**src/dptl_map.vh**
```
`ifndef DPTL_MAP_VH
`define DPTL_MAP_VH
// ==========================================================
// Register offsets (byte addresses)
`define DPTL_REG_CTRL      8'h00
`define DPTL_REG_FUNC      8'h04
`define DPTL_REG_LOSS      8'h08
`define DPTL_REG_THR       8'h0C
`define DPTL_REG_OVL       8'h10
`define DPTL_REG_STATUS    8'h14
`define DPTL_REG_IRQ_STAT  8'h18
`define DPTL_REG_IRQ_MASK  8'h1C
`define DPTL_REG_TRIP_CLR  8'h20
`define DPTL_REG_ANALOG    8'h24
// ==========================================================
// Field positions
`define DPTL_CTRL_OPEN_PHASE   0
`define DPTL_CTRL_BRAKE_MODE   1
`define DPTL_CTRL_ADV_IO       2
`define DPTL_CTRL_DUTY_LSB     8
`define DPTL_FUNC_IN1_LSB      0
`define DPTL_FUNC_IN4_LSB      16
`define DPTL_FUNC_IN5_LSB      24
`define DPTL_LOSS_CRIT_LSB     0
`define DPTL_LOSS_ACT_LSB      2
`define DPTL_LOSS_SRC_LSB      4
`define DPTL_LOSS_TIME_LSB     8
`define DPTL_LOSS_RELAY_LSB    20
`define DPTL_LOSS_OUT2_LSB     25
// ==========================================================
// Codes
`define DPTL_FN_TRIP_NO        5'h12
`define DPTL_FN_TRIP_NC        5'h13
`define DPTL_FN_MAX            5'h1B
`define DPTL_OUT_OVERLOAD      5'h06
`define DPTL_OUT_LOSS          5'h0B
`define DPTL_OUT_MAX           5'h13
`define DPTL_SRC_V0_I2         3'h6
// ==========================================================
// Reset values
`define DPTL_RST_OPEN_PHASE    1'b0
`define DPTL_RST_BRAKE_MODE    1'b1
`define DPTL_RST_DUTY          5'h0A
`define DPTL_RST_IN4_FN        5'h03
`define DPTL_RST_IN5_FN        5'h04
`define DPTL_RST_OUT_FN        5'h11
`define DPTL_RST_LOSS_TIME     11'h00A
`define DPTL_RST_LOSS_CRIT     2'h0
`define DPTL_RST_LOSS_ACT      2'h0
// ==========================================================
// Timing
`define DPTL_CLK_HZ            25000000
`define DPTL_TENTH_MS          100
`define DPTL_BRAKE_MAX_S       15
`define DPTL_BRAKE_CYCLE_MS    1000
`endif

```
**src/dptl_top.v**
```verilog
// Functional notes
// - Open phase blocks output when protection enabled
// - Function 18 normally-open, 19 normally-closed trip
// - NO trip when input shorts to common
// - NC trip when input circuit opens
// - NC trip survives function reassignment
// - Inputs four, five only in advanced variant
// - Inverse-time overload trip above rated current
// - Output function 6 shows overload trip
// - Loss criterion off, half min, min
// - Combined source: either input below threshold
// - Loss must persist for qualify time
// - Loss action run, free-run, decelerate
// - Output function 11 shows speed loss
// - Brake mode unlimited or duty limited
// - Limited brake on-time within duty per cycle
// - Continuous braking cut after 15 s
//
// Design decisions made here: the register addresses and register access over AXI4-Lite.
`timescale 1ns/1ns
`include "dptl_map.vh"
`default_nettype none
module dptl_top #(
	parameter TENTH_CYC   = `DPTL_CLK_HZ / 1000 * `DPTL_TENTH_MS,
	parameter BRAKE_TENTHS = `DPTL_BRAKE_MAX_S * 10,
	parameter CYCLE_TENTHS = `DPTL_BRAKE_CYCLE_MS / 100,
	parameter OVL_BUDGET  = 32'h0005_0000
) (
	input  wire        i_sys_clk,      // System clock
	input  wire        i_rst_n,        // Sync reset, low
	input  wire [31:0] s_axi_awaddr,   // Write address
	input  wire        s_axi_awvalid,  // Write address valid
	output wire        s_axi_awready,  // Write address ready
	input  wire [31:0] s_axi_wdata,    // Write data
	input  wire [3:0]  s_axi_wstrb,    // Write strobes
	input  wire        s_axi_wvalid,   // Write data valid
	output wire        s_axi_wready,   // Write data ready
	output reg  [1:0]  s_axi_bresp,    // Write response
	output reg         s_axi_bvalid,   // Write response valid
	input  wire        s_axi_bready,   // Write response ready
	input  wire [31:0] s_axi_araddr,   // Read address
	input  wire        s_axi_arvalid,  // Read address valid
	output wire        s_axi_arready,  // Read address ready
	output reg  [31:0] s_axi_rdata,    // Read data
	output reg  [1:0]  s_axi_rresp,    // Read response
	output reg         s_axi_rvalid,   // Read valid
	input  wire        s_axi_rready,   // Read ready
	input  wire [4:0]  i_input_terminal_n, // Terminals 1..5, low = shorted to common
	input  wire [2:0]  i_phase_open,   // U V W open detect
	input  wire [11:0] i_voltage_input_one,  // Analog V1
	input  wire [11:0] i_voltage_input_zero, // Analog V0
	input  wire [11:0] i_current_input,      // Analog I2
	input  wire [15:0] i_input_current,      // Input current, same unit as rated
	input  wire        i_brake_request,      // Brake chopper wanted
	output reg         o_output_block, // Inverter output blocked
	output reg         o_decel_stop,   // Deceleration stop request
	output reg         o_hold_freq,    // Keep last frequency
	output reg         o_status_relay, // Relay output
	output reg         o_output2,      // Digital output 2
	output reg         o_brake_drive,  // Braking resistor drive
	output wire        o_irq           // Interrupt, high
);
	// ==========================================================
	// Pin synchronisers
	reg [4:0]  term_s1_q, term_s2_q, term_s3_q, term_q;
	reg [2:0]  ph_s1_q, ph_s2_q, ph_s3_q, ph_q;
	reg        brk_s1_q, brk_s2_q, brk_s3_q, brk_q;
	always @(posedge i_sys_clk) begin
		if (!i_rst_n) begin
			term_s1_q <= 5'h1F;
			term_s2_q <= 5'h1F;
			term_s3_q <= 5'h1F;
			term_q    <= 5'h1F;
			ph_s1_q   <= 3'h0;
			ph_s2_q   <= 3'h0;
			ph_s3_q   <= 3'h0;
			ph_q      <= 3'h0;
			brk_s1_q  <= 1'b0;
			brk_s2_q  <= 1'b0;
			brk_s3_q  <= 1'b0;
			brk_q     <= 1'b0;
		end else begin
			term_s1_q <= i_input_terminal_n;
			term_s2_q <= term_s1_q;
			term_s3_q <= term_s2_q;
			term_q    <= (term_s2_q & term_s3_q) | (term_q & (term_s2_q | term_s3_q));
			ph_s1_q   <= i_phase_open;
			ph_s2_q   <= ph_s1_q;
			ph_s3_q   <= ph_s2_q;
			ph_q      <= (ph_s2_q & ph_s3_q) | (ph_q & (ph_s2_q | ph_s3_q));
			brk_s1_q  <= i_brake_request;
			brk_s2_q  <= brk_s1_q;
			brk_s3_q  <= brk_s2_q;
			brk_q     <= (brk_s2_q & brk_s3_q) | (brk_q & (brk_s2_q | brk_s3_q));
		end
	end
	// ==========================================================
	// Registers
	reg        open_phase_protect_sel_q, brake_res_mode_q, adv_io_q;
	reg [4:0]  brake_res_duty_level_q;
	reg [4:0]  fn_q [0:4];
	reg [1:0]  analog_loss_criterion_q, loss_action_sel_q;
	reg [2:0]  speed_src_q;
	reg [10:0] loss_qualify_time_q;
	reg [4:0]  relay_function_sel_q, output2_function_sel_q;
	reg [11:0] voltage_in_min_threshold_q, vo_in_min_threshold_q, current_in_min_threshold_q;
	reg [15:0] motor_rated_current_q;
	reg [4:0]  irq_stat_q, irq_mask_q;
	reg        aw_hold_q, w_hold_q;
	reg [7:0]  aw_addr_q;
	reg [31:0] w_data_q;
	reg [3:0]  w_strb_q;
	reg        trip_clr_q;
	wire       do_write = aw_hold_q && w_hold_q && !s_axi_bvalid;
	assign s_axi_awready = !aw_hold_q;
	assign s_axi_wready  = !w_hold_q;
	assign s_axi_arready = !s_axi_rvalid;
	// Trip flags
	reg        trip_phase_q, trip_no_q, trip_nc_q, trip_ovl_q, loss_q;
	wire [4:0] events;
	wire [31:0] wmask = {{8{w_strb_q[3]}}, {8{w_strb_q[2]}}, {8{w_strb_q[1]}}, {8{w_strb_q[0]}}};
	wire [31:0] fn_word = {3'h0, fn_q[4], 3'h0, fn_q[3], 3'h0, fn_q[1], 3'h0, fn_q[0]};
	wire [31:0] fn_new  = (fn_word & ~wmask) | (w_data_q & wmask);
	wire        wr_hit  = (aw_addr_q <= `DPTL_REG_ANALOG) && (aw_addr_q[1:0] == 2'b00);
	integer k;
	always @(posedge i_sys_clk) begin
		if (!i_rst_n) begin
			aw_hold_q <= 1'b0;
			w_hold_q  <= 1'b0;
			aw_addr_q <= 8'h00;
			w_data_q  <= 32'h0;
			w_strb_q  <= 4'h0;
			s_axi_bvalid <= 1'b0;
			s_axi_bresp  <= 2'b00;
			trip_clr_q <= 1'b0;
			open_phase_protect_sel_q <= `DPTL_RST_OPEN_PHASE;
			brake_res_mode_q <= `DPTL_RST_BRAKE_MODE;
			adv_io_q <= 1'b1;
			brake_res_duty_level_q <= `DPTL_RST_DUTY;
			fn_q[0] <= 5'h00;
			fn_q[1] <= 5'h01;
			fn_q[2] <= 5'h02;
			fn_q[3] <= `DPTL_RST_IN4_FN;
			fn_q[4] <= `DPTL_RST_IN5_FN;
			analog_loss_criterion_q <= `DPTL_RST_LOSS_CRIT;
			loss_action_sel_q <= `DPTL_RST_LOSS_ACT;
			speed_src_q <= 3'h0;
			loss_qualify_time_q <= `DPTL_RST_LOSS_TIME;
			relay_function_sel_q <= `DPTL_RST_OUT_FN;
			output2_function_sel_q <= `DPTL_RST_OUT_FN;
			voltage_in_min_threshold_q <= 12'h000;
			vo_in_min_threshold_q <= 12'h000;
			current_in_min_threshold_q <= 12'h000;
			motor_rated_current_q <= 16'hFFFF;
			irq_mask_q <= 5'h00;
		end else begin
			trip_clr_q <= 1'b0;
			if (s_axi_awvalid && s_axi_awready) begin
				aw_hold_q <= 1'b1;
				aw_addr_q <= s_axi_awaddr[7:0];
			end
			if (s_axi_wvalid && s_axi_wready) begin
				w_hold_q <= 1'b1;
				w_data_q <= s_axi_wdata;
				w_strb_q <= s_axi_wstrb;
			end
			if (s_axi_bvalid && s_axi_bready)
				s_axi_bvalid <= 1'b0;
			if (do_write) begin
				aw_hold_q <= 1'b0;
				w_hold_q  <= 1'b0;
				s_axi_bvalid <= 1'b1;
				s_axi_bresp  <= wr_hit ? 2'b00 : 2'b10;
				case (aw_addr_q)
				`DPTL_REG_CTRL: begin
					if (w_strb_q[0]) begin
						open_phase_protect_sel_q <= w_data_q[`DPTL_CTRL_OPEN_PHASE];
						brake_res_mode_q <= w_data_q[`DPTL_CTRL_BRAKE_MODE];
						adv_io_q <= w_data_q[`DPTL_CTRL_ADV_IO];
					end
					if (w_strb_q[1] && w_data_q[`DPTL_CTRL_DUTY_LSB +: 5] <= 5'd30)
						brake_res_duty_level_q <= w_data_q[`DPTL_CTRL_DUTY_LSB +: 5];
				end
				`DPTL_REG_FUNC: begin
					// Out-of-range codes and NC reassignment while tripped are refused
					for (k = 0; k < 5; k = k + 1) begin
						if (k != 2 && (k < 3 || adv_io_q) && fn_new[(k - (k > 2)) * 8 +: 5] <= `DPTL_FN_MAX &&
						    !(trip_nc_q && fn_q[k] == `DPTL_FN_TRIP_NC))
							fn_q[k] <= fn_new[(k - (k > 2)) * 8 +: 5];
					end
				end
				`DPTL_REG_LOSS: begin
					if (w_data_q[1:0] != 2'b11)
						analog_loss_criterion_q <= w_data_q[`DPTL_LOSS_CRIT_LSB +: 2];
					if (w_data_q[3:2] != 2'b11)
						loss_action_sel_q <= w_data_q[`DPTL_LOSS_ACT_LSB +: 2];
					speed_src_q <= w_data_q[`DPTL_LOSS_SRC_LSB +: 3];
					if (w_data_q[18:8] >= 11'd1 && w_data_q[18:8] <= 11'd1200)
						loss_qualify_time_q <= w_data_q[`DPTL_LOSS_TIME_LSB +: 11];
					if (w_data_q[24:20] <= `DPTL_OUT_MAX)
						relay_function_sel_q <= w_data_q[`DPTL_LOSS_RELAY_LSB +: 5];
					if (w_data_q[29:25] <= `DPTL_OUT_MAX)
						output2_function_sel_q <= w_data_q[`DPTL_LOSS_OUT2_LSB +: 5];
				end
				`DPTL_REG_THR: begin
					voltage_in_min_threshold_q <= w_data_q[11:0];
					vo_in_min_threshold_q <= w_data_q[23:12];
				end
				`DPTL_REG_OVL: begin
					current_in_min_threshold_q <= w_data_q[27:16];
					motor_rated_current_q <= w_data_q[15:0];
				end
				`DPTL_REG_IRQ_MASK: irq_mask_q <= w_data_q[4:0];
				`DPTL_REG_TRIP_CLR: trip_clr_q <= w_data_q[0];
				default: ;
				endcase
			end
		end
	end
	// Fn slot 2 has no user field; terminal three keeps its reset function code 2
	wire [4:0] unused_fn = fn_q[2];
	// ==========================================================
	// External trip inputs
	reg  any_no, any_nc;
	integer t;
	always @* begin
		any_no = 1'b0;
		any_nc = 1'b0;
		for (t = 0; t < 5; t = t + 1) begin
			if ((t < 3 || adv_io_q) && fn_q[t] == `DPTL_FN_TRIP_NO && !term_q[t])
				any_no = 1'b1;
			if ((t < 3 || adv_io_q) && fn_q[t] == `DPTL_FN_TRIP_NC && term_q[t])
				any_nc = 1'b1;
		end
	end
	// ==========================================================
	// Tenth-second tick
	reg [23:0] tick_cnt_q;
	wire       tick = (tick_cnt_q == TENTH_CYC - 1);
	always @(posedge i_sys_clk) begin
		if (!i_rst_n || tick)
			tick_cnt_q <= 24'h0;
		else
			tick_cnt_q <= tick_cnt_q + 24'h1;
	end
	// ==========================================================
	// Speed command loss
	wire v1_low  = (analog_loss_criterion_q == 2'd1) ? ({i_voltage_input_one, 1'b0} < {1'b0, voltage_in_min_threshold_q})
	                                                 : (i_voltage_input_one < voltage_in_min_threshold_q);
	wire v0_low  = (analog_loss_criterion_q == 2'd1) ? ({i_voltage_input_zero, 1'b0} < {1'b0, vo_in_min_threshold_q})
	                                                 : (i_voltage_input_zero < vo_in_min_threshold_q);
	wire i2_low  = (analog_loss_criterion_q == 2'd1) ? ({i_current_input, 1'b0} < {1'b0, current_in_min_threshold_q})
	                                                 : (i_current_input < current_in_min_threshold_q);
	wire loss_raw = (analog_loss_criterion_q != 2'd0) &&
	                ((speed_src_q == `DPTL_SRC_V0_I2) ? (v0_low || i2_low) : v1_low);
	reg [10:0] loss_cnt_q;
	always @(posedge i_sys_clk) begin
		if (!i_rst_n) begin
			loss_cnt_q <= 11'h0;
			loss_q <= 1'b0;
		end else if (!loss_raw) begin
			loss_cnt_q <= 11'h0;
			loss_q <= 1'b0;
		end else if (tick && !loss_q) begin
			if (loss_cnt_q >= loss_qualify_time_q)
				loss_q <= 1'b1;
			loss_cnt_q <= loss_cnt_q + 11'h1;
		end
	end
	// ==========================================================
	// Inverter overload, inverse time
	reg [31:0] ovl_acc_q;
	wire [15:0] excess = i_input_current - motor_rated_current_q;
	always @(posedge i_sys_clk) begin
		if (!i_rst_n)
			ovl_acc_q <= 32'h0;
		else if (i_input_current > motor_rated_current_q) begin
			if (ovl_acc_q < OVL_BUDGET)
				ovl_acc_q <= ovl_acc_q + {16'h0, excess};
		end else if (ovl_acc_q != 32'h0)
			ovl_acc_q <= ovl_acc_q - 32'h1;
	end
	wire ovl_hit = ovl_acc_q >= OVL_BUDGET;
	// ==========================================================
	// Trip latches
	always @(posedge i_sys_clk) begin
		if (!i_rst_n) begin
			trip_phase_q <= 1'b0;
			trip_no_q <= 1'b0;
			trip_nc_q <= 1'b0;
			trip_ovl_q <= 1'b0;
		end else begin
			if (open_phase_protect_sel_q && ph_q != 3'h0)
				trip_phase_q <= 1'b1;
			else if (trip_clr_q)
				trip_phase_q <= 1'b0;
			if (any_no)
				trip_no_q <= 1'b1;
			else if (trip_clr_q)
				trip_no_q <= 1'b0;
			if (any_nc)
				trip_nc_q <= 1'b1;
			else if (trip_clr_q)
				trip_nc_q <= 1'b0;
			if (ovl_hit)
				trip_ovl_q <= 1'b1;
			else if (trip_clr_q)
				trip_ovl_q <= 1'b0;
		end
	end
	// ==========================================================
	// Braking resistor
	reg [7:0] brk_run_q, cyc_q, on_q;
	wire [31:0] on_lim = brake_res_duty_level_q * CYCLE_TENTHS;
	wire [31:0] on_pct = {24'h0, on_q} * 32'h64;
	wire duty_ok = !brake_res_mode_q || (on_pct < on_lim);
	always @(posedge i_sys_clk) begin
		if (!i_rst_n) begin
			brk_run_q <= 8'h0;
			cyc_q <= 8'h0;
			on_q <= 8'h0;
			o_brake_drive <= 1'b0;
		end else begin
			if (!brk_q)
				brk_run_q <= 8'h0;
			else if (tick && brk_run_q < BRAKE_TENTHS)
				brk_run_q <= brk_run_q + 8'h1;
			if (tick) begin
				if (cyc_q == CYCLE_TENTHS - 1) begin
					cyc_q <= 8'h0;
					on_q <= 8'h0;
				end else begin
					cyc_q <= cyc_q + 8'h1;
					if (o_brake_drive)
						on_q <= on_q + 8'h1;
				end
			end
			o_brake_drive <= brk_q && (brk_run_q < BRAKE_TENTHS) && duty_ok && !o_output_block;
		end
	end
	// ==========================================================
	// Outputs and interrupts
	assign events = {loss_q, trip_ovl_q, trip_nc_q, trip_no_q, trip_phase_q};
	always @(posedge i_sys_clk) begin
		if (!i_rst_n) begin
			o_output_block <= 1'b0;
			o_decel_stop <= 1'b0;
			o_hold_freq <= 1'b0;
			o_status_relay <= 1'b0;
			o_output2 <= 1'b0;
			irq_stat_q <= 5'h0;
		end else begin
			o_output_block <= trip_phase_q | trip_no_q | trip_nc_q | trip_ovl_q |
			                  (loss_q && loss_action_sel_q == 2'd1);
			o_decel_stop <= loss_q && loss_action_sel_q == 2'd2;
			o_hold_freq  <= loss_q && loss_action_sel_q == 2'd0;
			o_status_relay <= (relay_function_sel_q == `DPTL_OUT_OVERLOAD && trip_ovl_q) ||
			                  (relay_function_sel_q == `DPTL_OUT_LOSS && loss_q);
			o_output2 <= (output2_function_sel_q == `DPTL_OUT_OVERLOAD && trip_ovl_q) ||
			             (output2_function_sel_q == `DPTL_OUT_LOSS && loss_q);
			irq_stat_q <= events | (irq_stat_q &
			              ~((do_write && aw_addr_q == `DPTL_REG_IRQ_STAT && w_strb_q[0]) ? w_data_q[4:0] : 5'h0));
		end
	end
	assign o_irq = |(irq_stat_q & irq_mask_q);
	// ==========================================================
	// Read channel
	always @(posedge i_sys_clk) begin
		if (!i_rst_n) begin
			s_axi_rvalid <= 1'b0;
			s_axi_rdata <= 32'h0;
			s_axi_rresp <= 2'b00;
		end else if (s_axi_rvalid) begin
			if (s_axi_rready)
				s_axi_rvalid <= 1'b0;
		end else if (s_axi_arvalid) begin
			s_axi_rvalid <= 1'b1;
			s_axi_rresp <= 2'b00;
			case (s_axi_araddr[7:0])
			`DPTL_REG_CTRL: s_axi_rdata <= {19'h0, brake_res_duty_level_q, 5'h0, adv_io_q,
			                  brake_res_mode_q, open_phase_protect_sel_q};
			`DPTL_REG_FUNC: s_axi_rdata <= fn_word;
			`DPTL_REG_LOSS: s_axi_rdata <= {2'h0, output2_function_sel_q, relay_function_sel_q, 1'b0,
			                  loss_qualify_time_q, 1'b0, speed_src_q, loss_action_sel_q, analog_loss_criterion_q};
			`DPTL_REG_THR: s_axi_rdata <= {8'h0, vo_in_min_threshold_q, voltage_in_min_threshold_q};
			`DPTL_REG_OVL: s_axi_rdata <= {4'h0, current_in_min_threshold_q, motor_rated_current_q};
			`DPTL_REG_STATUS: s_axi_rdata <= {21'h0, o_brake_drive, o_output_block, unused_fn[0] & 1'b0,
			                  term_q[4:3] & 2'b00, 1'b0, events};
			`DPTL_REG_IRQ_STAT: s_axi_rdata <= {27'h0, irq_stat_q};
			`DPTL_REG_IRQ_MASK: s_axi_rdata <= {27'h0, irq_mask_q};
			`DPTL_REG_TRIP_CLR: s_axi_rdata <= 32'h0;
			`DPTL_REG_ANALOG: s_axi_rdata <= {8'h0, ph_q, 5'h0, term_q, brk_q, loss_raw, ovl_hit, 8'h0};
			default: begin
				s_axi_rdata <= 32'h0;
				s_axi_rresp <= 2'b10;
			end
			endcase
		end
	end
endmodule // dptl_top
`default_nettype wire

```
**config.mk**
```make
export PLATFORM = sky130hd
export DESIGN_NAME = dptl_top
export DESIGN_NICKNAME = d
export VERILOG_FILES = /design/src/dptl_top.v
export VERILOG_INCLUDE_DIRS = /design/src
export SDC_FILE = /design/constraint.sdc
export NUM_CORES = 1
export LEC_CHECK = 0
export ABC_AREA = 0
export ABC_CLOCK_PERIOD_IN_PS = 9500
export BUFFER_PORTS_ARGS = -buffer_cell sky130_fd_sc_hd__buf_2
export CORE_MARGIN = 4
export CORE_UTILIZATION = 50
export CTS_BUF_LIST = sky130_fd_sc_hd__clkbuf_4
export DETAILED_ROUTE_END_ITERATION = 10
export PLACE_DENSITY = 0.73
export SYNTH_ARGS = -nofsm -noshare
export SYNTH_HDL_FRONTEND = slang
export SYNTH_SLANG_ARGS = --single-unit
```
**constraint.sdc**
```tcl
create_clock -name i_sys_clk -period 9.5 [get_ports i_sys_clk]
set_input_delay 0.475 -clock i_sys_clk [delete_from_list [all_inputs] [get_ports i_sys_clk]]
set_output_delay 0.475 -clock i_sys_clk [all_outputs]
set_load 0.03 [all_outputs]
```
==> summary.md, run 1 <==
| Metric | Value |
|---|---|
| Status | finished with violations |
| Failing checks | design-rule violations |
| CP Data Required Time | 10110 ps |
| GRT Total Usage | 26.06% |
| Die width | 203.0 um |
| Clock Path Buffers | 3 |
| Htree depth | 3 |
| Via/cell ratio | 5.746 |
| Worst Skew | 85.14 ps |
| Fillcell total | 3391 |
| Clock network power share | 35.0% |
| Setup ws final | 3601 ps |
| Post-synth top cells | dfxtp_1 (315), nand2_1 (295), nor2_1 (254), a21oi_1 (203), ha_1 (173) |
| Max-cap viol count | 0 |
| Worst slew margin | 17.68% |
| CTS tree | built |
| Slew @ Worst Pin | 1218 ps |
| Most common cell in the synthesized netlist | dfxtp_1 |
| Hold Vio Cnt, Final | 0 |
| Post-Place Setup Slack | 3511 ps |
| Yosys reg bits | 335 |
| Synth async-reset ratio | 0% |
| Reg clk slew, reported paths | 70 ps |
| Via count | 17740 |
| Area added between synthesis and finish | 15.74% |
| Total Power | 3.995 mW |
| I/O pin cnt | 216 |
| First-pass GRT wire length | 87.85 mm |
| Final Critical Period | 5899 ps |
| Top FF cell, synth | dfxtp_1 |
| Core ar. | 37580 sq um |
| TritonRoute pass-1 iters | 11 |
| Max Slew Vio Count | 0 |
| Setup Total Neg Slack | 0 ps |
| Initial DRC count | 1720 |
| Switch share | 31.74% |
| Layout cells sized above 1 | 14.05% |
| Post-synth top area share | 33.16% |
| Skew-Pair Late Insertion Delay | 830 ps |
| Maximum vdd ir drop | 0.0001291 V |
| Finished Layout Cells | 3088 |
| Final setup fails | 0 |
| DRC | 3 |
| Post-DRT Antenna Nets | 0 |
| Sw Pwr | 1.268 mW |
| Number of flops mapped to enable cells by yosys | 20 |
| Vias in the first global route | 17060 |
| DR WL/cell | 17.96 um |
| Placed cell count | 2864 |
| Clock sink count | 335 |
| Fin crit share | 62.09% |
| HPWL after DPL | 40.44 mm |
| Mapped Cells | 2281 |
| Crit end category | register |
| GPL Wtd Cong | 0.9365 |
| Final net count | 2850 |
| Total grt overflow | 0 |
| Die Area | 41220 sq um |
| Area leader, netlist | dfxtp_1 |
| Fmax | 169.5 MHz |
| RSZ-0062 raised after global routing | no |
| Setup Fix Bufs, Post-CTS | 0 |
| Critical path type | register to register |
| DRT Wirelength | 55.46 mm |
| CTS buffer count | 92 |
| Sequential area share after synthesis | 36.31% |
| Crit path launch type | register |
| Leak | 9.243 nW |
| Syn avg cell area | 8.338 sq um |
| Num rows | 71 |
| CP Data Arrival Time | 6510 ps |
| CTS Root Cell | clkbuf_4 |
| Area contributors post-synth | dfxtp_1 (33%), ha_1 (11%), nand2_1 (5.8%) |
| Power Dens Cells | 181.5 nW/um^2 |
| Yosys warnings | 0 |
| Design internal power | 2.727 mW |
| Port-buffer cells | 161 |
| Mapped Area | 19020 sq um |
| Largest net degree at the start of global routing | 81 |
| Antenna violations before repair | 1 |
| Die span in y | 203.0 um |
| Hold crit path type | input pin to register |
| Critical path peak fanout | 9 |
| Starting density of the core | 50.61% |
| Sequential share of power | 39.7% |
| Comb pwr share | 25.4% |
| Netlist cell types | 83 |
-- power groups by stage --
stage	sequential [mW]	combinational, mW	clock [mW]
CTS	1.58	1.01	1.42
finish	1.58	1.01	1.40
global route	1.59	1.14	1.50
detailed placement	1.61	0.979	0
floorplan	1.57	0.790	0
global placement	1.61	0.950	0
-- routing by layer --
layer	part of all wire, %	GRT usage, %	wire length (um)
met1	44	35.83	24180
met2	43	39.54	23650
met3	10	6.085	5683
met4	3.5	10.82	1951
met5	0	0	0
-- layout make-up --
| cell class | instances | area (sq um) | share of cell area [%] |
|---|---|---|---|
| multi-input cells | 1715 | 11220 | 50.97 |
| flip-flops and latches | 335 | 6907 | 31.37 |
| repair buffers | 237 | 1516 | 6.889 |
| clock buffers | 132 | 991.0 | 4.502 |
| well taps | 511 | 639.4 | 2.904 |
| inverters | 122 | 462.9 | 2.103 |
| clock inverters | 35 | 275.3 | 1.250 |
| diodes | 1 | 2.502 | 0.01137 |
-- sequential cells by signal (all words and copies together) (netlist names), 8 cells and up --
signal	count
motor_rated_current_q	16
ovl_acc_q	32
w_data_q	30
tick_cnt_q	24
brk_run_q	8
loss_cnt_q	11
cyc_q	8
on_q	8
vo_in_min_threshold_q	12
s_axi_rdata	30
loss_qualify_time_q	11
fn_q	20
voltage_in_min_threshold_q	12
aw_addr_q	8
current_in_min_threshold_q	12
-- worst paths after layout --
| kind | cells past startpoint | from | to | slack [ps] |
|---|---|---|---|---|
| max | 21 | motor_rated_current_q[0]$_SDFFE_PN1P_ | ovl_acc_q[30]$_SDFFE_PN0P_ | 3600 |
| min | 4 | s_axi_arvalid | s_axi_rdata[9]$_SDFFE_PN0P_ | 150 |
| max reg2reg | 21 | motor_rated_current_q[0]$_SDFFE_PN1P_ | ovl_acc_q[30]$_SDFFE_PN0P_ | 3600 |
| min reg2reg | 1 | term_s1_q[0]$_SDFF_PN1_ | term_s2_q[0]$_SDFF_PN1_ | 400 |
-- layout by cell type (no fill, tap or decap), types with 15 or more instances in the layout --
| cell | count |
|---|---|
| xnor2_1 | 41 |
| nand3_1 | 49 |
| nor2b_1 | 22 |
| nand2b_1 | 34 |
| a21o_1 | 33 |
| a21oi_1 | 203 |
| nor3_1 | 32 |
| o211ai_1 | 25 |
| inv_1 | 121 |
| nor2_1 | 251 |
| buf_4 | 20 |
| nor4_1 | 15 |
| edfxtp_1 | 20 |
| a222oi_1 | 25 |
| xor2_1 | 52 |
| nand4_1 | 30 |
| and2_1 | 16 |
| o21a_1 | 20 |
| dfxtp_1 | 315 |
| clkbuf_4 | 132 |
| mux2i_1 | 90 |
| o21ai_0 | 81 |
| buf_2 | 161 |
| clkinv_1 | 18 |
| dlygate4sd3_1 | 56 |
| nand2_1 | 295 |
| ha_1 | 173 |
| and3_1 | 23 |
-- worst max-delay path: stages (launching register included) --
cell and delay, ps:
dfxtp_1 350, ha_1 230, fa_1 400, nor2b_1 180
o31a_1 240, a21oi_1 100, nor3_1 420, nand3_1 190
or4_1 750, nor3b_1 310, ha_1 280, nand2_1 70
ha_1 290, a21oi_1 180, a2bb2oi_1 220, a21oi_1 100
or3_1 310, a31oi_1 300, nor3_1 130, o31a_1 330
mux2_2 220, o21ai_0 70
-- kinds of logic after synthesis --
group	after synthesis	share of synthesized area (%)
AOI/OAI and AO/OA	517	17.57
DFF	335	36.31
xor gates and xnor gates	93	4.283
and+or+nand+nor	828	19.94
buffers and inverters	234	4.829
other	1	0.01972
muxes	94	5.033
adders and majority gates	179	12.01
-- per-stage QoR --
step	instance area, sq um	hold slack, ps	util, %
after floorplan	19030	386.3	-
after global placement	20180	391.9	53.71
after detailed placement	20180	391.7	53.71
after CTS	22010	91.94	58.58
after global routing	22010	144.6	58.58
final	22010	151.9	58.58
-- timing repair --
item | 4_1_cts | 5_1_grt
endpoints found under the setup margin | 0 | 0
endpoints found under the hold margin | 55 | 0
hold buffers | 56 | 0
gates resized for setup | 0 | 0
(Power assumes the default switching activity.)
==> inputs of run 2 (changes only) <==
--- a/config.mk
+++ b/config.mk
@@ -7,7 +7,7 @@
 export NUM_CORES = 1
 export LEC_CHECK = 0
 export ABC_AREA = 0
-export ABC_CLOCK_PERIOD_IN_PS = 9500
+export ABC_CLOCK_PERIOD_IN_PS = 5950
 export BUFFER_PORTS_ARGS = -buffer_cell sky130_fd_sc_hd__buf_2
 export CORE_MARGIN = 4
 export CORE_UTILIZATION = 50
==> constraint.sdc (replaced) <==
create_clock -name i_sys_clk -period 5.95 [get_ports i_sys_clk]
set_input_delay 0.2975 -clock i_sys_clk [delete_from_list [all_inputs] [get_ports i_sys_clk]]
set_output_delay 0.2975 -clock i_sys_clk [all_outputs]
set_load 0.03 [all_outputs]
==> summary.md, run 2 (same netlist as run 1, synthesis figures left out) <==
| Metric | Value |
|---|---|
| Worst Skew | 59.74 ps (-25.40 ps) |
| Crit end category | register |
| Clock Path Buffers | 3 (unchanged) |
| Max-cap viol count | 0 (unchanged) |
| Maximum vdd ir drop | 0.0001523 V (+18%) |
| Htree depth | 3 (unchanged) |
| Final hold slack | 60.85 ps (-91.06 ps) |
| Critical path type | register to register |
| TritonRoute pass-1 iters | 9 (-2) |
| Core ar. | 37580 sq um (unchanged) |
| Setup Total Neg Slack | 0 ps (unchanged) |
| Largest Register | ovl_acc_q |
| DRC | 0 (-3) |
| CP Data Required Time | 6610 ps (-3500 ps) |
| Placed cell count | 2864 (unchanged) |
| Clock sink count | 335 (unchanged) |
| Most frequent cells in the layout | dfxtp_1 (315), nand2_1 (295), nor2_1 (251) |
| I/O pin cnt | 216 (unchanged) |
| Fillcell total | 3397 (+0.18%) |
| Total Power | 6.159 mW (+54%) |
| Post-DRT Antenna Nets | 0 (unchanged) |
| M1 WL | 24.06 mm (-0.50%) |
| GRT Total Usage | 26.32% (+0.27 points) |
| Status | completed |
| Largest net degree at the start of global routing | 75 (-7.4%) |
| Num rows | 71 (unchanged) |
| DRT Wirelength | 55.54 mm (+0.14%) |
| CTS buffer count | 90 (-2.2%) |
| HPWL after DPL | 40.93 mm (+1.2%) |
| GPL Wtd Cong | 0.9251 (-1.2%) |
| Final Critical Period | 5593 ps (-305.9 ps) |
| Vias in the first global route | 17300 (+1.4%) |
| Met2 WL post-DR | 23.81 mm (+0.69%) |
| CTS tree | built |
| Slew @ Worst Pin | 1176 ps (-41.20 ps) |
| Port-buffer cells | 161 (unchanged) |
| Fin crit share | 94.00% (+32 points) |
| CP Data Arrival Time | 6260 ps (-250 ps) |
| Finished Layout Cells | 3082 (-0.19%) |
| Layout cells sized above 1 | 14.05% (about the same) |
| Worst slew margin | 21.57% (+3.9 points) |
| Max reg flops | 32 (unchanged) |
| Starting density of the core | 50.61% (unchanged) |
| Area added between synthesis and finish | 15.31% |
| CTS Root Cell | clkbuf_4 |
| Initial DRC count | 1801 (+4.7%) |
| Reg clk slew, reported paths | 70 ps (about the same) |
| Critical path peak fanout | 8 (-1) |
| Final net count | 2852 (+0.070%) |
| Total grt overflow | 0 (unchanged) |
| RSZ-0062 raised after global routing | no |
| Via/cell ratio | 5.771 (+0.44%) |
| Commonest non-fill, non-tap cell in the layout | dfxtp_1 |
| Fmax | 178.8 MHz (+5.5%) |
| Largest registers | ovl_acc_q (32), s_axi_rdata (30), w_data_q (30) |
| Power Dens Cells | 280.8 nW/um^2 (+55%) |
| Top Layer Used | met4 |
| Antenna violations before repair | 3 (+2) |
| Hold Vio Cnt, Final | 0 (unchanged) |
| Crit path launch type | register |
| Die width | 203.0 um (unchanged) |
| First-pass GRT wire length | 88.73 mm (+1.0%) |
| Die span in y | 203.0 um (unchanged) |
| Hold crit path type | input pin to register |
| Via count | 17790 (+0.24%) |
| Setup Fix Bufs, Post-CTS | 0 (unchanged) |
| Skew-Pair Late Insertion Delay | 780 ps (-50 ps) |
| Met3 Wirelength | 5.534 mm (-2.6%) |
| Max Slew Vio Count | 0 (unchanged) |
| DR WL/cell | 18.02 um (+0.33%) |
| Leak | 9.182 nW (-0.66%) |
| Final setup fails | 0 (unchanged) |
| Die Area | 41220 sq um (unchanged) |
run 2: per-layer routing:
layer / global-route usage [%] / vias to the layer above
met3: 6.756 / 144
met1: 35.59 / 8322
li1: - / 8567
met2: 40.27 / 753
met4: 10.86 / 0
met5: 0 / -
run 2: worst max-delay path, cell delays in order (launching register included):
cell and delay [ps]:
dfxtp_1 420, inv_1 110, ha_1 310, nor2b_1 130
o21a_1 200, o21ai_1 330, a211oi_2 170, or4_1 530
o2111ai_1 190, nor2_1 110, nand3_1 250, nand3b_1 120
ha_1 360, a211o_1 320, a311oi_1 290, o22a_1 190
o21ai_0 240, a211o_1 400, a41oi_2 270, o2111ai_1 170
a31o_1 230, a21oi_1 150
run 2: stage by stage:
stage	cell area (sq um)	util, %	worst slack [ps]
floorplan	19030	-	922.4
global placement	20180	53.71	509.5
detailed placement	20180	53.71	278.4
CTS	21900	58.27	280.8
global route	21930	58.37	32.12
finish	21930	58.37	357.1
run 2: final timing paths:
| check | start | end | slack, ps | cells after the start |
|---|---|---|---|---|
| max | motor_rated_current_q[1]$_SDFFE_PN1P_ | ovl_acc_q[31]$_SDFFE_PN0P_ | 360 | 21 |
| min | s_axi_araddr[5] | s_axi_rresp[1]$_SDFFE_PN0P_ | 60 | 4 |
| max reg2reg | motor_rated_current_q[1]$_SDFFE_PN1P_ | ovl_acc_q[31]$_SDFFE_PN0P_ | 360 | 21 |
| min reg2reg | term_s1_q[3]$_SDFF_PN1_ | term_s2_q[3]$_SDFF_PN1_ | 410 | 1 |
run 2: layout make-up:
type / count / area [sq um] / share of cell area, %
multi-input combinational: 1715 / 11250 / 51.30
sequential: 335 / 6907 / 31.49
timing repair buffer: 241 / 1556 / 7.097
clock buffer: 133 / 998.5 / 4.552
tap: 511 / 639.4 / 2.915
inverter: 122 / 462.9 / 2.111
clock inverter: 23 / 112.6 / 0.5134
antenna: 2 / 5.005 / 0.02282
run 2: where the power goes:
group,switching [mW],total (mW),internal [mW],leakage (nW)
Combinational,0.877,1.63,0.755,5.77
Clock,0.971,1.99,1.02,0.657
Sequential,0.145,2.53,2.39,2.75
run 2: repair_timing:
item / CTS / global route
setup endpoints to repair: 0 / 3
hold buffers: 60 / 0
hold endpoints to repair: 62 / 0
gates resized for setup: 0 / 7
